File: config.mk
export PLATFORM = sky130hd
export DESIGN_NAME = reset_timeout_sequencer
export DESIGN_NICKNAME = d
export VERILOG_FILES = /design/src/common/rst_seq_pkg.sv /design/src/verilog/reset_timeout_sequencer.sv /design/src/verilog/sync_2ff.sv /design/src/verilog/stage_timer.sv
export VERILOG_INCLUDE_DIRS = /design/src /design/src/common
export SDC_FILE = /design/constraint.sdc
export NUM_CORES = 1
export LEC_CHECK = 0
export BUFFER_PORTS_ARGS = -buffer_cell sky130_fd_sc_hd__buf_4
export CORE_MARGIN = 2
export CORE_UTILIZATION = 40
export DETAILED_ROUTE_END_ITERATION = 8
export PLACE_DENSITY = 0.61
export SLEW_MARGIN = 10
export SYNTH_ARGS = -nofsm -noshare
export SYNTH_HDL_FRONTEND = slang
export SYNTH_SLANG_ARGS = --single-unit
File: constraint.sdc
create_clock -name clk_sys -period 2.3 [get_ports clk_sys]
set_clock_uncertainty 0.05 [all_clocks]
set_input_delay 0.46 -clock clk_sys [delete_from_list [all_inputs] [get_ports clk_sys]]
set_output_delay 0.46 -clock clk_sys [all_outputs]
set_load 0.005 [all_outputs]
File: src/common/rst_seq_cfg.svh
// Purpose: constants of the reset and start-up time-out sequencer
// Assumes: 50 MHz system clock, byte addresses on the register bus
// Notes:   included by bare name; definitions only
`ifndef RST_SEQ_CFG_SVH
`define RST_SEQ_CFG_SVH

// register byte offsets
`define ADDR_CTRL 4'h0
`define ADDR_STAT 4'h4
`define ADDR_FLAG 4'h8

// control fields
`define CTRL_PWRUP_BIT 0
`define CTRL_BRN_BIT 1
`define CTRL_PLL_BIT 2
`define CTRL_MODE_LSB 4
`define CTRL_MODE_MSB 5

// status fields
`define STAT_STATE_LSB 0
`define STAT_STATE_MSB 2
`define STAT_CHIPRST_BIT 4
`define STAT_BELOW_BIT 5
`define STAT_MCLEAR_BIT 6

// sticky cause flags, write one to clear
`define FLAG_POR_BIT 0
`define FLAG_BRN_BIT 1
`define FLAG_MCLEAR_BIT 2

// control reset values
`define RST_PWRUP_EN 1'b1
`define RST_BRN_EN 1'b1
`define RST_PLL_EN 1'b0
`define RST_OSC_MODE 2'h2

// timing
`define CLK_MHZ 50
`define PWRUP_TIME_US 10000
`define PLL_TIME_US 2000
`define OSCSU_CYCLES 1024
`define BRN_MIN_TIME_US 100

`endif

File: src/common/rst_seq_pkg.sv
// Purpose: shared types of the reset sequencer
// Assumes: constants live in rst_seq_cfg.svh
// Notes:   types only
package rst_seq_pkg;

  // oscillator selection, in register encoding order
  typedef enum logic [1:0] {
    OSC_RESCAP,
    OSC_LOWPWR,
    OSC_MEDXTAL,
    OSC_HIGHXTAL
  } osc_mode_t;

  // sequencer states
  typedef enum logic [2:0] {
    ST_POR,
    ST_PWRUP,
    ST_OSCSU,
    ST_PLLWAIT,
    ST_BROWN,
    ST_RUN,
    ST_SLEEP
  } seq_state_t;

  // configuration settings
  typedef struct packed {
    logic      pwrupEn;
    logic      brnEn;
    logic      pllEn;
    osc_mode_t oscMode;
  } cfg_t;

endpackage : rst_seq_pkg

File: src/verilog/reset_timeout_sequencer.sv
// Purpose: reset and start-up time-out sequencer with Avalon-MM registers
// Assumes: pins are asynchronous; sleep and wake requests come from clk_sys logic
// Notes:   power-up timer counts clk_sys in place of the internal rc clock
`timescale 1ns/1ps
`default_nettype none
`include "rst_seq_cfg.svh"
module reset_timeout_sequencer #(
  parameter int PWRUP_CYC = `PWRUP_TIME_US * `CLK_MHZ,
  parameter int PLL_CYC   = `PLL_TIME_US * `CLK_MHZ,
  parameter int BRN_CYC   = `BRN_MIN_TIME_US * `CLK_MHZ,
  parameter int OSCSU_CYC = `OSCSU_CYCLES,
  parameter int CW        = 24
) (
  // clock and reset
  input  wire logic        clk_sys,
  input  wire logic        rst_b,
  // avalon-mm slave
  input  wire logic [3:0]  avs_address,
  input  wire logic        avs_read,
  input  wire logic        avs_write,
  input  wire logic [31:0] avs_writedata,
  input  wire logic [3:0]  avs_byteenable,
  output logic      [31:0] avs_readdata,
  output logic             avs_waitrequest,
  // supply monitor and pins
  input  wire logic        porPulse,
  input  wire logic        supplyBelow,
  input  wire logic        masterClearPin_b,
  input  wire logic        oscInputPin,
  // power management requests
  input  wire logic        sleepReq,
  input  wire logic        wakeReq,
  // reset outputs
  output logic             chipReset,
  output logic             execHold
);

  // largest count must fit the shared timer
  if (CW < $clog2(PWRUP_CYC + 1) || CW < $clog2(PLL_CYC + 1) ||
      CW < $clog2(BRN_CYC + 1) || CW < $clog2(OSCSU_CYC + 1) ||
      PWRUP_CYC < 1 || PLL_CYC < 1 || BRN_CYC < 1 || OSCSU_CYC < 1) begin : g_bad_cfg
    $error("reset_timeout_sequencer counts do not fit CW");
  end

  localparam logic [CW-1:0] LIM_PWRUP = CW'(PWRUP_CYC);
  localparam logic [CW-1:0] LIM_PLL   = CW'(PLL_CYC);
  localparam logic [CW-1:0] LIM_OSCSU = CW'(OSCSU_CYC);
  localparam logic [CW-1:0] LIM_BRN   = CW'(BRN_CYC);

  logic                    rstMeta_b_r;
  logic                    rstSync_b_r;
  logic [3:0]              pinSync;
  logic                    porS;
  logic                    belowS;
  logic                    mclrLow;
  logic                    oscS;
  logic                    oscPrev_r;
  logic                    oscRise;
  rst_seq_pkg::cfg_t       cfg_r;
  rst_seq_pkg::seq_state_t state_r;
  rst_seq_pkg::seq_state_t state_nxt;
  logic                    porPath_r;
  logic [CW-1:0]           brnCnt_r;
  logic                    brnTrip;
  logic                    isCrystal;
  logic [CW-1:0]           limit;
  logic                    tick;
  logic                    timerDone;
  logic                    holdReset;
  logic                    waitReq_r;
  logic                    accept;
  logic [2:0]              flags_r;
  logic [31:0]             rdMux;

  // reset release through two flops, asserted at once
  always_ff @(posedge clk_sys or negedge rst_b) begin
    if (!rst_b) begin
      rstMeta_b_r <= 1'b0;
      rstSync_b_r <= 1'b0;
    end else begin
      rstMeta_b_r <= 1'b1;
      rstSync_b_r <= rstMeta_b_r;
    end
  end

  // pin levels into the clk_sys domain
  sync_2ff #(
    .W (4)
  ) u_pin_sync (
    .clk   (clk_sys),
    .rst_b (rstSync_b_r),
    .d     ({porPulse, supplyBelow, ~masterClearPin_b, oscInputPin}),
    .q     (pinSync)
  );

  assign porS    = pinSync[3];
  assign belowS  = pinSync[2];
  assign mclrLow = pinSync[1];
  assign oscS    = pinSync[0];

  // oscillator edges seen after synchronisation; pin must run below clk_sys/2
  always_ff @(posedge clk_sys or negedge rstSync_b_r) begin
    if (!rstSync_b_r) begin
      oscPrev_r <= 1'b0;
    end else begin
      oscPrev_r <= oscS;
    end
  end

  assign oscRise = oscS && !oscPrev_r;

  assign isCrystal = (cfg_r.oscMode != rst_seq_pkg::OSC_RESCAP);

  // brown-out dip filter: only a dip lasting at least the minimum trips
  always_ff @(posedge clk_sys or negedge rstSync_b_r) begin
    if (!rstSync_b_r) begin
      brnCnt_r <= '0;
    end else if (!(cfg_r.brnEn && belowS)) begin
      brnCnt_r <= '0;
    end else if (brnCnt_r != LIM_BRN) begin
      brnCnt_r <= brnCnt_r + 1'b1;
    end
  end

  assign brnTrip = (brnCnt_r == LIM_BRN);

  // next stage of the time-out sequence
  always_comb begin
    state_nxt = state_r;
    if (porS) begin
      state_nxt = rst_seq_pkg::ST_POR;
    end else if (brnTrip && state_r != rst_seq_pkg::ST_BROWN) begin
      state_nxt = rst_seq_pkg::ST_BROWN;
    end else begin
      case (state_r)
        rst_seq_pkg::ST_POR: begin
          if (cfg_r.pwrupEn) begin
            state_nxt = rst_seq_pkg::ST_PWRUP;
          end else if (isCrystal) begin
            state_nxt = rst_seq_pkg::ST_OSCSU;
          end else if (cfg_r.pllEn) begin
            state_nxt = rst_seq_pkg::ST_PLLWAIT;
          end else begin
            state_nxt = rst_seq_pkg::ST_RUN;
          end
        end
        rst_seq_pkg::ST_PWRUP: begin
          if (cfg_r.brnEn && belowS) begin
            state_nxt = rst_seq_pkg::ST_BROWN;
          end else if (timerDone) begin
            if (porPath_r && isCrystal) begin
              state_nxt = rst_seq_pkg::ST_OSCSU;
            end else if (porPath_r && cfg_r.pllEn) begin
              state_nxt = rst_seq_pkg::ST_PLLWAIT;
            end else begin
              state_nxt = rst_seq_pkg::ST_RUN;
            end
          end
        end
        rst_seq_pkg::ST_OSCSU: begin
          if (timerDone) begin
            if (porPath_r && cfg_r.pllEn) begin
              state_nxt = rst_seq_pkg::ST_PLLWAIT;
            end else begin
              state_nxt = rst_seq_pkg::ST_RUN;
            end
          end
        end
        rst_seq_pkg::ST_PLLWAIT: begin
          if (timerDone) begin
            state_nxt = rst_seq_pkg::ST_RUN;
          end
        end
        rst_seq_pkg::ST_BROWN: begin
          if (!belowS || !cfg_r.brnEn) begin
            state_nxt = cfg_r.pwrupEn ? rst_seq_pkg::ST_PWRUP
                                      : rst_seq_pkg::ST_RUN;
          end
        end
        rst_seq_pkg::ST_RUN: begin
          if (sleepReq) begin
            state_nxt = rst_seq_pkg::ST_SLEEP;
          end
        end
        rst_seq_pkg::ST_SLEEP: begin
          if (wakeReq) begin
            state_nxt = isCrystal ? rst_seq_pkg::ST_OSCSU
                                  : rst_seq_pkg::ST_RUN;
          end
        end
        default: begin
          state_nxt = rst_seq_pkg::ST_POR;
        end
      endcase
    end
  end

  // state register; power-on is the reset state
  always_ff @(posedge clk_sys or negedge rstSync_b_r) begin
    if (!rstSync_b_r) begin
      state_r <= rst_seq_pkg::ST_POR;
    end else begin
      state_r <= state_nxt;
    end
  end

  // remembers whether the sequence began at power-on
  always_ff @(posedge clk_sys or negedge rstSync_b_r) begin
    if (!rstSync_b_r) begin
      porPath_r <= 1'b1;
    end else if (state_nxt == rst_seq_pkg::ST_POR) begin
      porPath_r <= 1'b1;
    end else if (state_nxt == rst_seq_pkg::ST_BROWN || state_nxt == rst_seq_pkg::ST_SLEEP) begin
      porPath_r <= 1'b0;
    end
  end

  // one timer serves every stage; the pll wait reuses the power-up counter
  always_comb begin
    limit = LIM_PWRUP;
    tick  = 1'b1;
    case (state_r)
      rst_seq_pkg::ST_OSCSU: begin
        limit = LIM_OSCSU;
        tick  = oscRise;
      end
      rst_seq_pkg::ST_PLLWAIT: begin
        limit = LIM_PLL;
      end
      default: begin
        limit = LIM_PWRUP;
      end
    endcase
  end

  stage_timer #(
    .W (CW)
  ) u_timer (
    .clk   (clk_sys),
    .rst_b (rstSync_b_r),
    .clear (state_nxt != state_r),
    .tick  (tick),
    .limit (limit),
    .done  (timerDone)
  );

  // reset reasons; the pin only gates, the time-outs run on regardless
  assign holdReset = mclrLow ||
                     state_r == rst_seq_pkg::ST_POR ||
                     state_r == rst_seq_pkg::ST_BROWN ||
                     state_r == rst_seq_pkg::ST_PWRUP ||
                     (porPath_r && (state_r == rst_seq_pkg::ST_OSCSU ||
                                    state_r == rst_seq_pkg::ST_PLLWAIT));

  // registered reset outputs
  always_ff @(posedge clk_sys or negedge rstSync_b_r) begin
    if (!rstSync_b_r) begin
      chipReset <= 1'b1;
      execHold  <= 1'b1;
    end else begin
      chipReset <= holdReset;
      execHold  <= holdReset || state_r != rst_seq_pkg::ST_RUN;
    end
  end

  // bus handshake: one wait cycle, then the access completes
  always_ff @(posedge clk_sys or negedge rstSync_b_r) begin
    if (!rstSync_b_r) begin
      waitReq_r <= 1'b1;
    end else if (waitReq_r && (avs_read || avs_write)) begin
      waitReq_r <= 1'b0;
    end else begin
      waitReq_r <= 1'b1;
    end
  end

  assign accept          = !waitReq_r && (avs_read || avs_write);
  assign avs_waitrequest = waitReq_r;

  // configuration settings, written through byte lane 0
  always_ff @(posedge clk_sys or negedge rstSync_b_r) begin
    if (!rstSync_b_r) begin
      cfg_r.pwrupEn <= `RST_PWRUP_EN;
      cfg_r.brnEn   <= `RST_BRN_EN;
      cfg_r.pllEn   <= `RST_PLL_EN;
      cfg_r.oscMode <= rst_seq_pkg::osc_mode_t'(`RST_OSC_MODE);
    end else if (accept && avs_write && avs_address == `ADDR_CTRL && avs_byteenable[0]) begin
      cfg_r.pwrupEn <= avs_writedata[`CTRL_PWRUP_BIT];
      cfg_r.brnEn   <= avs_writedata[`CTRL_BRN_BIT];
      cfg_r.pllEn   <= avs_writedata[`CTRL_PLL_BIT];
      cfg_r.oscMode <= rst_seq_pkg::osc_mode_t'(avs_writedata[`CTRL_MODE_MSB:`CTRL_MODE_LSB]);
    end
  end

  // sticky causes; a new event wins over a same-cycle clear
  always_ff @(posedge clk_sys or negedge rstSync_b_r) begin
    if (!rstSync_b_r) begin
      flags_r <= 3'h1;
    end else begin
      flags_r[`FLAG_POR_BIT]    <= porS ||
        (flags_r[`FLAG_POR_BIT] && !(accept && avs_write &&
         avs_address == `ADDR_FLAG && avs_byteenable[0] && avs_writedata[`FLAG_POR_BIT]));
      flags_r[`FLAG_BRN_BIT]    <= brnTrip ||
        (flags_r[`FLAG_BRN_BIT] && !(accept && avs_write &&
         avs_address == `ADDR_FLAG && avs_byteenable[0] && avs_writedata[`FLAG_BRN_BIT]));
      flags_r[`FLAG_MCLEAR_BIT] <= mclrLow ||
        (flags_r[`FLAG_MCLEAR_BIT] && !(accept && avs_write &&
         avs_address == `ADDR_FLAG && avs_byteenable[0] && avs_writedata[`FLAG_MCLEAR_BIT]));
    end
  end

  // read multiplexer; unmapped offsets read zero
  always_comb begin
    rdMux = 32'h0;
    case (avs_address)
      `ADDR_CTRL: begin
        rdMux[`CTRL_PWRUP_BIT]               = cfg_r.pwrupEn;
        rdMux[`CTRL_BRN_BIT]                 = cfg_r.brnEn;
        rdMux[`CTRL_PLL_BIT]                 = cfg_r.pllEn;
        rdMux[`CTRL_MODE_MSB:`CTRL_MODE_LSB] = cfg_r.oscMode;
      end
      `ADDR_STAT: begin
        rdMux[`STAT_STATE_MSB:`STAT_STATE_LSB] = state_r;
        rdMux[`STAT_CHIPRST_BIT]               = chipReset;
        rdMux[`STAT_BELOW_BIT]                 = belowS;
        rdMux[`STAT_MCLEAR_BIT]                = mclrLow;
      end
      `ADDR_FLAG: begin
        rdMux[2:0] = flags_r;
      end
      default: begin
        rdMux = 32'h0;
      end
    endcase
  end

  // read data captured in the wait cycle, stands at the completing edge
  always_ff @(posedge clk_sys or negedge rstSync_b_r) begin
    if (!rstSync_b_r) begin
      avs_readdata <= 32'h0;
    end else if (waitReq_r && avs_read) begin
      avs_readdata <= rdMux;
    end
  end

  // pin low forces reset on the next edge
  property p_master_clear_pin_reset;
    @(posedge clk_sys) disable iff (!rstSync_b_r)
    mclrLow |=> chipReset;
  endproperty
  a_master_clear_pin_reset: assert property (p_master_clear_pin_reset) else $error("reset not held for pin low");

  // power-up stage after power-on always holds reset
  property p_pwrup_holds;
    @(posedge clk_sys) disable iff (!rstSync_b_r)
    state_r == rst_seq_pkg::ST_PWRUP |=> chipReset;
  endproperty
  a_pwrup_holds: assert property (p_pwrup_holds) else $error("reset dropped in power-up delay");

  // a disabled delay is never entered
  property p_pwrup_skip;
    @(posedge clk_sys) disable iff (!rstSync_b_r)
    (state_r != rst_seq_pkg::ST_PWRUP && !cfg_r.pwrupEn) |=> state_r != rst_seq_pkg::ST_PWRUP;
  endproperty
  a_pwrup_skip: assert property (p_pwrup_skip) else $error("disabled delay entered");

  // start-up stage leaves only once the count is met
  property p_oscsu_count;
    @(posedge clk_sys) disable iff (!rstSync_b_r)
    (state_r == rst_seq_pkg::ST_OSCSU && !timerDone && !porS && !brnTrip)
      |=> state_r == rst_seq_pkg::ST_OSCSU;
  endproperty
  a_oscsu_count: assert property (p_oscsu_count) else $error("start-up count cut short");

  // start-up count runs only in a crystal mode
  property p_oscsu_crystal;
    @(posedge clk_sys) disable iff (!rstSync_b_r)
    $rose(state_r == rst_seq_pkg::ST_OSCSU) |-> $past(isCrystal);
  endproperty
  a_oscsu_crystal: assert property (p_oscsu_crystal) else $error("start-up count in rc mode");

  // lock wait only with the pll enabled
  property p_pll_enabled;
    @(posedge clk_sys) disable iff (!rstSync_b_r)
    $rose(state_r == rst_seq_pkg::ST_PLLWAIT) |-> $past(cfg_r.pllEn);
  endproperty
  a_pll_enabled: assert property (p_pll_enabled) else $error("lock wait without pll");

  // brown-out entered only when enabled
  property p_brn_enable;
    @(posedge clk_sys) disable iff (!rstSync_b_r)
    $rose(state_r == rst_seq_pkg::ST_BROWN) |-> $past(cfg_r.brnEn);
  endproperty
  a_brn_enable: assert property (p_brn_enable) else $error("brown-out while disabled");

  // a one-cycle dip never trips
  property p_brn_short;
    @(posedge clk_sys) disable iff (!rstSync_b_r)
    (!belowS ##1 belowS ##1 !belowS) |-> !brnTrip;
  endproperty
  a_brn_short: assert property (p_brn_short) else $error("short dip tripped");

  // brown-out holds while the supply stays low
  property p_brn_hold;
    @(posedge clk_sys) disable iff (!rstSync_b_r)
    (state_r == rst_seq_pkg::ST_BROWN && belowS && cfg_r.brnEn && !porS)
      |=> state_r == rst_seq_pkg::ST_BROWN ##1 chipReset;
  endproperty
  a_brn_hold: assert property (p_brn_hold) else $error("brown-out left early");

  // dip during the delay returns to brown-out
  property p_pwrup_dip;
    @(posedge clk_sys) disable iff (!rstSync_b_r)
    (state_r == rst_seq_pkg::ST_PWRUP && cfg_r.brnEn && belowS && !porS)
      |=> state_r == rst_seq_pkg::ST_BROWN;
  endproperty
  a_pwrup_dip: assert property (p_pwrup_dip) else $error("delay not restarted");

  // rc mode with no delay and no pll runs right after power-on
  property p_no_timeout;
    @(posedge clk_sys) disable iff (!rstSync_b_r)
    (state_r == rst_seq_pkg::ST_POR && !porS && !brnTrip && !cfg_r.pwrupEn &&
     !isCrystal && !cfg_r.pllEn) |=> state_r == rst_seq_pkg::ST_RUN;
  endproperty
  a_no_timeout: assert property (p_no_timeout) else $error("unexpected time-out");

  // releasing the pin after expiry frees the chip on the next edge
  property p_master_clear_pin_release;
    @(posedge clk_sys) disable iff (!rstSync_b_r)
    (state_r == rst_seq_pkg::ST_RUN && !mclrLow) |=> !chipReset;
  endproperty
  a_master_clear_pin_release: assert property (p_master_clear_pin_release) else $error("release delayed");

endmodule : reset_timeout_sequencer
`default_nettype wire

File: src/verilog/sync_2ff.sv
// Purpose: two-flop synchroniser for pin levels
// Assumes: inputs are asynchronous to clk
// Notes:   first flop feeds only the second
`timescale 1ns/1ps
`default_nettype none
module sync_2ff #(
  parameter int W = 1
) (
  // clock and reset
  input  wire logic         clk,
  input  wire logic         rst_b,
  // levels
  input  wire logic [W-1:0] d,
  output logic      [W-1:0] q
);

  logic [W-1:0] meta_r;

  // chain of two flops, cleared under reset
  always_ff @(posedge clk or negedge rst_b) begin
    if (!rst_b) begin
      meta_r <= '0;
      q      <= '0;
    end else begin
      meta_r <= d;
      q      <= meta_r;
    end
  end

endmodule : sync_2ff
`default_nettype wire

File: src/verilog/stage_timer.sv
// Purpose: shared up-counter for one time-out stage
// Assumes: clear pulses on each stage change
// Notes:   done is combinational, held while count sits at limit
`timescale 1ns/1ps
`default_nettype none
module stage_timer #(
  parameter int W = 24
) (
  // clock and reset
  input  wire logic         clk,
  input  wire logic         rst_b,
  // control
  input  wire logic         clear,
  input  wire logic         tick,
  input  wire logic [W-1:0] limit,
  output logic              done
);

  logic [W-1:0] cnt_r;

  if (W < 2) begin : g_bad_width
    $error("stage_timer width too small");
  end

  // saturates at limit so done stays until cleared
  always_ff @(posedge clk or negedge rst_b) begin
    if (!rst_b) begin
      cnt_r <= '0;
    end else if (clear) begin
      cnt_r <= '0;
    end else if (tick && !done) begin
      cnt_r <= cnt_r + 1'b1;
    end
  end

  assign done = (cnt_r >= limit);

endmodule : stage_timer
`default_nettype wire

Yosys cells after proc, flatten, opt, wreduce, memory -nomap -nowiden:

Cells that the tools add are included.

* register bits after elaboration: 80
* output and inout bits: 35
* logic and storage cells: 114

* add/sub/neg operators: 2
* magnitude comparators: 1
* equality and inequality tests: 16
* muxes and demuxes: 29
* bitwise operators: 1
* reductions and logical operators: 47

Operators with widths (count)
* $mux 24: 4
* $add 24x1->24 const B: 2
* $mux 3: 16
* $pmux 19 s2: 1
* $eq 24x13->1 const B: 1
* $ge 24x19->1: 1
* $ne 24x13->1 const B: 1
* $logic_and 1x1->1: 21
* $pmux 3 s7: 1
* $eq 3x3->1 const B: 5
* $logic_or 1x1->1: 12
* $pmux 3 s3: 1
* $logic_not 1->1: 8
* $eq 3x2->1 const B: 2
* $logic_not 3->1: 2
* $ne 3x3->1 const B: 2
* $reduce_bool 2->1: 3
* $mux 1: 5
* $eq 4x3->1 const B: 1
* $eq 4x4->1 const B: 1
* $logic_not 4->1: 1
* $pmux 2 s2: 1
* $eq 3x1->1 const B: 1
* $ne 3x3->1: 1
* 2 further kinds: 2

Longest topological paths before layout:

* depth after elaboration: 12
* gate-level depth with buffers: 14
* depth with buffers taken out: 11

By module:

Synthesis repeated with hierarchy kept, for this count alone.

* cells, all modules: 540
* area, all modules: 5087.4 µm²

By module, submodules not included
* reset_timeout_sequencer: instances 1, cells each 283, area an instance 2775.2 µm²
* stage_timer: instances 1, cells each 249, area an instance 2112.0 µm²
* sync_2ff: instances 1, cells each 8, area an instance 200.2 µm²

Least setup slack after synthesis:

No wires, ideal clock.

* path kind: register to register
* start point: register state_r[2]
* end point: register u_timer.cnt_r[6]
* setup time: 0.087 ns
* data arrival time: 2.781 ns
* required time: 2.163 ns
* setup slack: -0.618 ns
* cell stages (with the launch flop): 11
* path buffers: 1
* clock period less this slack: 2.918 ns
* path through: dfrtp_1 buf_2 nor2b_2 ha_1 a211o_1 a21oi_2 o21a_4 a21oi_2 or4_1 or3_1 a211oi_2

* cells in the longest elaborated chain, start to end: 10

RTL lines
* from (decl): line reset_timeout_sequencer.sv:60 `rst_seq_pkg::seq_state_t state_r;`
* from (signal assigned): line reset_timeout_sequencer.sv:201 `state_r <= rst_seq_pkg::ST_POR;`
* from (signal assigned): line reset_timeout_sequencer.sv:203 `state_r <= state_nxt;`
* $eq 3x2->1: line reset_timeout_sequencer.sv:135, reset_timeout_sequencer.sv:222
* $pmux 19 s2: line reset_timeout_sequencer.sv:222 `case (state_r)`
* $ge 24x19->1: line stage_timer.sv:36 `assign done = (cnt_r >= limit);`
* $mux 3: line reset_timeout_sequencer.sv:150 `end else if (timerDone) begin`
* $mux 3: line reset_timeout_sequencer.sv:148 `if (cfg_r.brnEn && belowS) begin`
* $pmux 3 s7: line reset_timeout_sequencer.sv:135 `case (state_r)`
* $mux 3: line reset_timeout_sequencer.sv:132 `end else if (brnTrip && state_r != rst_seq_pkg::ST_BROWN) begin`
* $mux 3: line reset_timeout_sequencer.sv:130 `if (porS) begin`
* $ne 3x3->1: line reset_timeout_sequencer.sv:241 `.clear (state_nxt != state_r),`
* $mux 24 or $reduce_bool 2->1 (tied branches)
* to (signal assigned): line stage_timer.sv:32 `cnt_r <= cnt_r + 1'b1;`
* to (decl): line stage_timer.sv:19 `logic [W-1:0] cnt_r;`

Parallel ways exist; a longest one is shown, timed or not.
A chain may end at the register's enable or synchronous reset.

Worst setup path in the final report:

* start point: register state_r[2]
* end point: register porPath_r

* cells in the longest elaborated chain, start to end: 11

RTL lines
* $eq 3x2->1: line reset_timeout_sequencer.sv:135, reset_timeout_sequencer.sv:222
* $pmux 19 s2: line reset_timeout_sequencer.sv:222
* $ge 24x19->1: line stage_timer.sv:36
* $mux 3: line reset_timeout_sequencer.sv:150
* $mux 3: line reset_timeout_sequencer.sv:148
* $pmux 3 s7: line reset_timeout_sequencer.sv:135
* $mux 3 *: line reset_timeout_sequencer.sv:132
* $mux 3 *: line reset_timeout_sequencer.sv:130
* $eq 3x3->1: line reset_timeout_sequencer.sv:213 `end else if (state_nxt == rst_seq_pkg::ST_BROWN || state_nxt == rst_seq_pkg::ST_SLEEP) begin`
* $logic_or 1x1->1: line reset_timeout_sequencer.sv:213
* $reduce_bool 2->1 (no source line)
* to (signal assigned): line reset_timeout_sequencer.sv:210 `porPath_r <= 1'b1;`
* to (signal assigned): line reset_timeout_sequencer.sv:212 `porPath_r <= 1'b1;`
* to (signal assigned): line reset_timeout_sequencer.sv:214 `porPath_r <= 1'b0;`
* to (decl): line reset_timeout_sequencer.sv:62 `logic porPath_r;`

Every way passes the cells marked *; elsewhere a longest branch is shown, timed or not.

==> results.txt <==
The run finished, with violations left. The checks that failed: setup timing. The number of cells on the worst reg-to-reg path came out at 9. The post-route worst hold slack is 0.172 ns.

For this run, the number of Yosys warnings is 0. The half-perimeter wire length after detailed placement came out at 7380 um. The number of antenna violations at the first check in global routing is 0. The final wirelength came out at 10500 um.

The clock-pin slew on the worst setup and hold paths is 0.06 ns. Dividing the final minimum period by the clock period gives 1.16. The synthesized area per cell is 9.66 sq um. Among all cell types in the netlist, the one instantiated most often is dfrtp_1. The global-route wire length before repair came out at 17700 um. The cell area after synthesis came out at 0.00459 sq mm.

The number of buffers added by the clock tree synthesis step came out at 9. In this run the most critical hold path is launched from oscInputPin. Setup violations remaining at the end of the flow were counted as 28. The maximum level of the CTS H-tree came out at 3.

The power per cell area is 828 mW/mm^2. The detailed router's first-iteration violation count came out at 213. The area share of the largest cell type after synthesis is 0.393.

The max-slew violation count came out at 0. The core footprint is 0.0113 sq mm. The vias after detailed routing is 3761. The xor and xnor area share after synthesis is 0.0744.

The critical path ends at porPath_r. The worst setup path startpoint is state_r[2]. The placed cell area came out at 0.00539 sq mm. In this run the core area contains 39 standard-cell rows. STA classifies the critical path startpoint as a flip-flop. The instance count along the most critical hold path came out at 1. In this run the critical register-to-register path is captured at porPath_r.

The transition time at the pin with the least slew margin is 0.817 ns. After global routing the overflow that remains totals 0. The maximum fanout encountered on the critical timing path came out at 5. The area growth from synthesis to layout is 30.7%. The final worst setup slack came out at -0.372 ns. The multi-input combinational cells in the finished layout cover a total of 0.00258 sq mm.

By area, the combinational part of the netlist is dominated by simple AND/OR/NAND/NOR gates. Summed over all instances, the cell type with the most area after synthesis is dfrtp_1. The most used flip-flop cell after synthesis is dfrtp_1. The number of unique standard cell types used by synthesis came out at 67. The number of nets still failing antenna checks after routing is 0. In this run the register-to-register setup slack is -0.37 ns. The global-route usage over all layers came out at 0.175. The peak supply drop came out at 0.000516 V. TritonCTS built the clock tree.

The first-pass detailed-route iteration total is 4. The commonest cells after synthesis are 72 x dfrtp_1, 49 x nor2_1, 38 x nand2_1, 28 x nor3_1, 26 x buf_4. The wire length per cell after detailed routing came out at 14.5 um. Derived from the worst setup path, the maximum achievable clock frequency is 374 MHz. The die covers 0.0123 sq mm. The slowest stage of the critical path is the dfrtp_2 cell. 0 antenna diodes ended up in the layout. The clock latency at the later pin of the worst-skew pair is 0.34 ns. The post-detailed-route via-to-cell ratio came out at 5.19. The cell area after layout came out at 0.00600 sq mm. The area taken by flip-flops and latches came out at 0.00202 sq mm. The launch point of the worst reg-to-reg path is state_r[2].

The number of clock sinks is 80. The critical path in this run is classified as flip-flop to flip-flop. The critical path goes through nand3b_1 -> buf_4 -> ha_4 -> a21oi_1 -> a211o_4 -> a211oi_4 -> nor2_2 -> o311a_1 -> a311o_1. For this design the top-level I/O count stands at 85. The count of maximum capacitance violations is 0. The fraction of registers with async set/reset came out at 1.00. In this run the clock root is driven by a clkbuf_16.

The number of cells after detailed placement came out at 702. The net total in the final layout is 641. The effective utilization at floorplan came out at 0.405. The proportion of synthesized chip area in sequential cells is 0.438.

In this run the vertical extent of the chip is 111 um. The share of final-layout standard cells stronger than drive strength 1 is 0.333. The count of port buffers added during placement is 28. The number of fillers in the final layout came out at 1017.

The delay contributed by the slowest stage of the critical path came out at 0.44 ns. The tightest min-delay check is of the primary input to flip-flop type. The synthesized-area fraction occupied by ao, oa, aoi and oai cells was 0.120.

The number of enable-type register cells in the synthesized netlist is 0. In this run the static leakage power is 2.59 nW. The arrival time at the worst endpoint is 2.88 ns. The worst setup path is captured at a flip-flop. Of the post-synthesis cell area, the part taken by muxes is 0.0256.

At the worst endpoint, the required time is 2.51 ns. Setup repair after global routing could not meet its margin everywhere. Counting every instance in the synthesized netlist gives 475. The via count of the first global-routing pass came out at 3658.

The detailed-route DRC error count came out at 0. The placer's final routability congestion estimate is 0.845. The number of synthesized register bits came out at 80. The synthesized-area fraction occupied by and/or/nand/nor cells came out at 0.225. The count of endpoints failing hold in the final timing report is 0. By area the synthesized netlist is led by dfrtp_1 39%, xnor2_1 4.8%, dfstp_2 4.6%, buf_4 4.3%, nor2_1 4.0%. In this run the horizontal extent of the chip is 111 um. The clock passes through at most 2 buffers.

The post-route minimum period came out at 2.67 ns. Of the total synthesized cell area, the portion taken by full adders, half adders and majority gates is 0.0382. Headroom to the max-slew limit came out at 0.441. The count of non-filler cells in the finished layout is 725. The pin count of the biggest net entering global routing came out at 41.
==> metal layers <==
metal	track usage	wire length (um)	up-vias
met3	0.0355	379	16
met4	0.0716	190	0
met1	0.232	4770	1829
met2	0.283	5150	81
met5	0	0	-
li1	-	-	1835
==> placed cells by master, fill, tap and decap left out, types with 5 or more instances in the layout <==
cell type | synthesis | layout
nor4_1 | 10 | 7
nand2_1 | 38 | 37
inv_1 | 18 | 16
nor2_1 | 49 | 47
ha_1 | 14 | 10
a21oi_1 | 10 | 10
a211oi_1 | 7 | 5
buf_4 | 26 | 103
and3_1 | 12 | 12
mux2_2 | 6 | 6
dfrtp_1 | 72 | 70
xnor2_1 | 25 | 25
clkbuf_16 | 0 | 9
mux2i_1 | 5 | 5
o21ai_0 | 10 | 10
nor3_2 | 1 | 15
xor2_1 | 14 | 14
dfstp_2 | 8 | 8
nand3_1 | 24 | 23
conb_1 | 2 | 27
nor3_1 | 28 | 14
==> registers in the layout, indices dropped and copies added (netlist names), 3 cells and up <==
| signal | count |
|---|---|
| brnCnt_r | 24 |
| u_timer.cnt_r | 24 |
| avs_readdata | 6 |
| cfg_r | 5 |
| u_pin_sync.meta_r | 4 |
| u_pin_sync.q | 4 |
| flags_r | 3 |
| state_r | 3 |
==> critical path: cells and delay by family, from the launching register on <==
kind,cells,cell delay (ns)
fa+ha+maj,1,0.26
compound gates,5,1.39
simple gates,2,0.28
buf+inv,1,0.17
flops,1,0.44
==> worst min-delay path by stage <==
stage / endpoint / slack, ns
floorplan: rstMeta_b_r / 0.11
global placement: rstMeta_b_r / 0.19
detailed placement: rstMeta_b_r / 0.19
CTS: u_pin_sync.meta_r[0] / 0.16
global route: u_pin_sync.meta_r[0] / 0.17
finish: u_pin_sync.meta_r[0] / 0.17
==> power breakdown <==
group          total (W)  leakage [nW]  switching, W  internal (W)
sequential       0.00161          1.05     0.0000921       0.00152
combinational    0.00194          1.40       0.00109      0.000844
clock            0.00142         0.143      0.000575      0.000846
==> cell type report <==
class	count	share of cell area
flip-flops and latches	80	0.336
inverters	18	0.0113
clock inverters	6	0.0115
repair buffers	108	0.142
multi-input cells	360	0.430
clock buffers	10	0.0382
well taps	143	0.0298
==> repair_timing <==
action	4_1_cts	5_1_grt
hold endpoints to repair	2	0
pin swaps	7	7
setup buffers	3	3
hold buffers	1	0
endpoints found under the setup margin	28	28
gates resized for setup	8	37
==> logic make-up (layout without fill, tap and decap cells) <==
kind of cell / Yosys count / count (layout)
muxes: 11 / 11
AOI/OAI and AO/OA: 70 / 70
adders and majority gates: 14 / 14
other: 2 / 27
DFF: 80 / 80
buffers and inverters: 60 / 142
xor gates and xnor gates: 39 / 39
and+or+nand+nor: 199 / 199
==> metrics by stage <==
stage | TNS [ns] | worst slack, ns | total power [W] | util
final | -6.72 | -0.372 | 0.00497 | 0.530
after global routing | -10.91 | -0.467 | 0.00526 | 0.530
after CTS | -7.95 | -0.346 | 0.00485 | 0.510
after detailed placement | -7.80 | -0.396 | 0.00333 | 0.476
after global placement | -6.58 | -0.368 | 0.00330 | 0.476
after floorplan | -9.65 | -0.416 | 0.00271 | -
No activity file was read; power rests on OpenSTA's default activity.
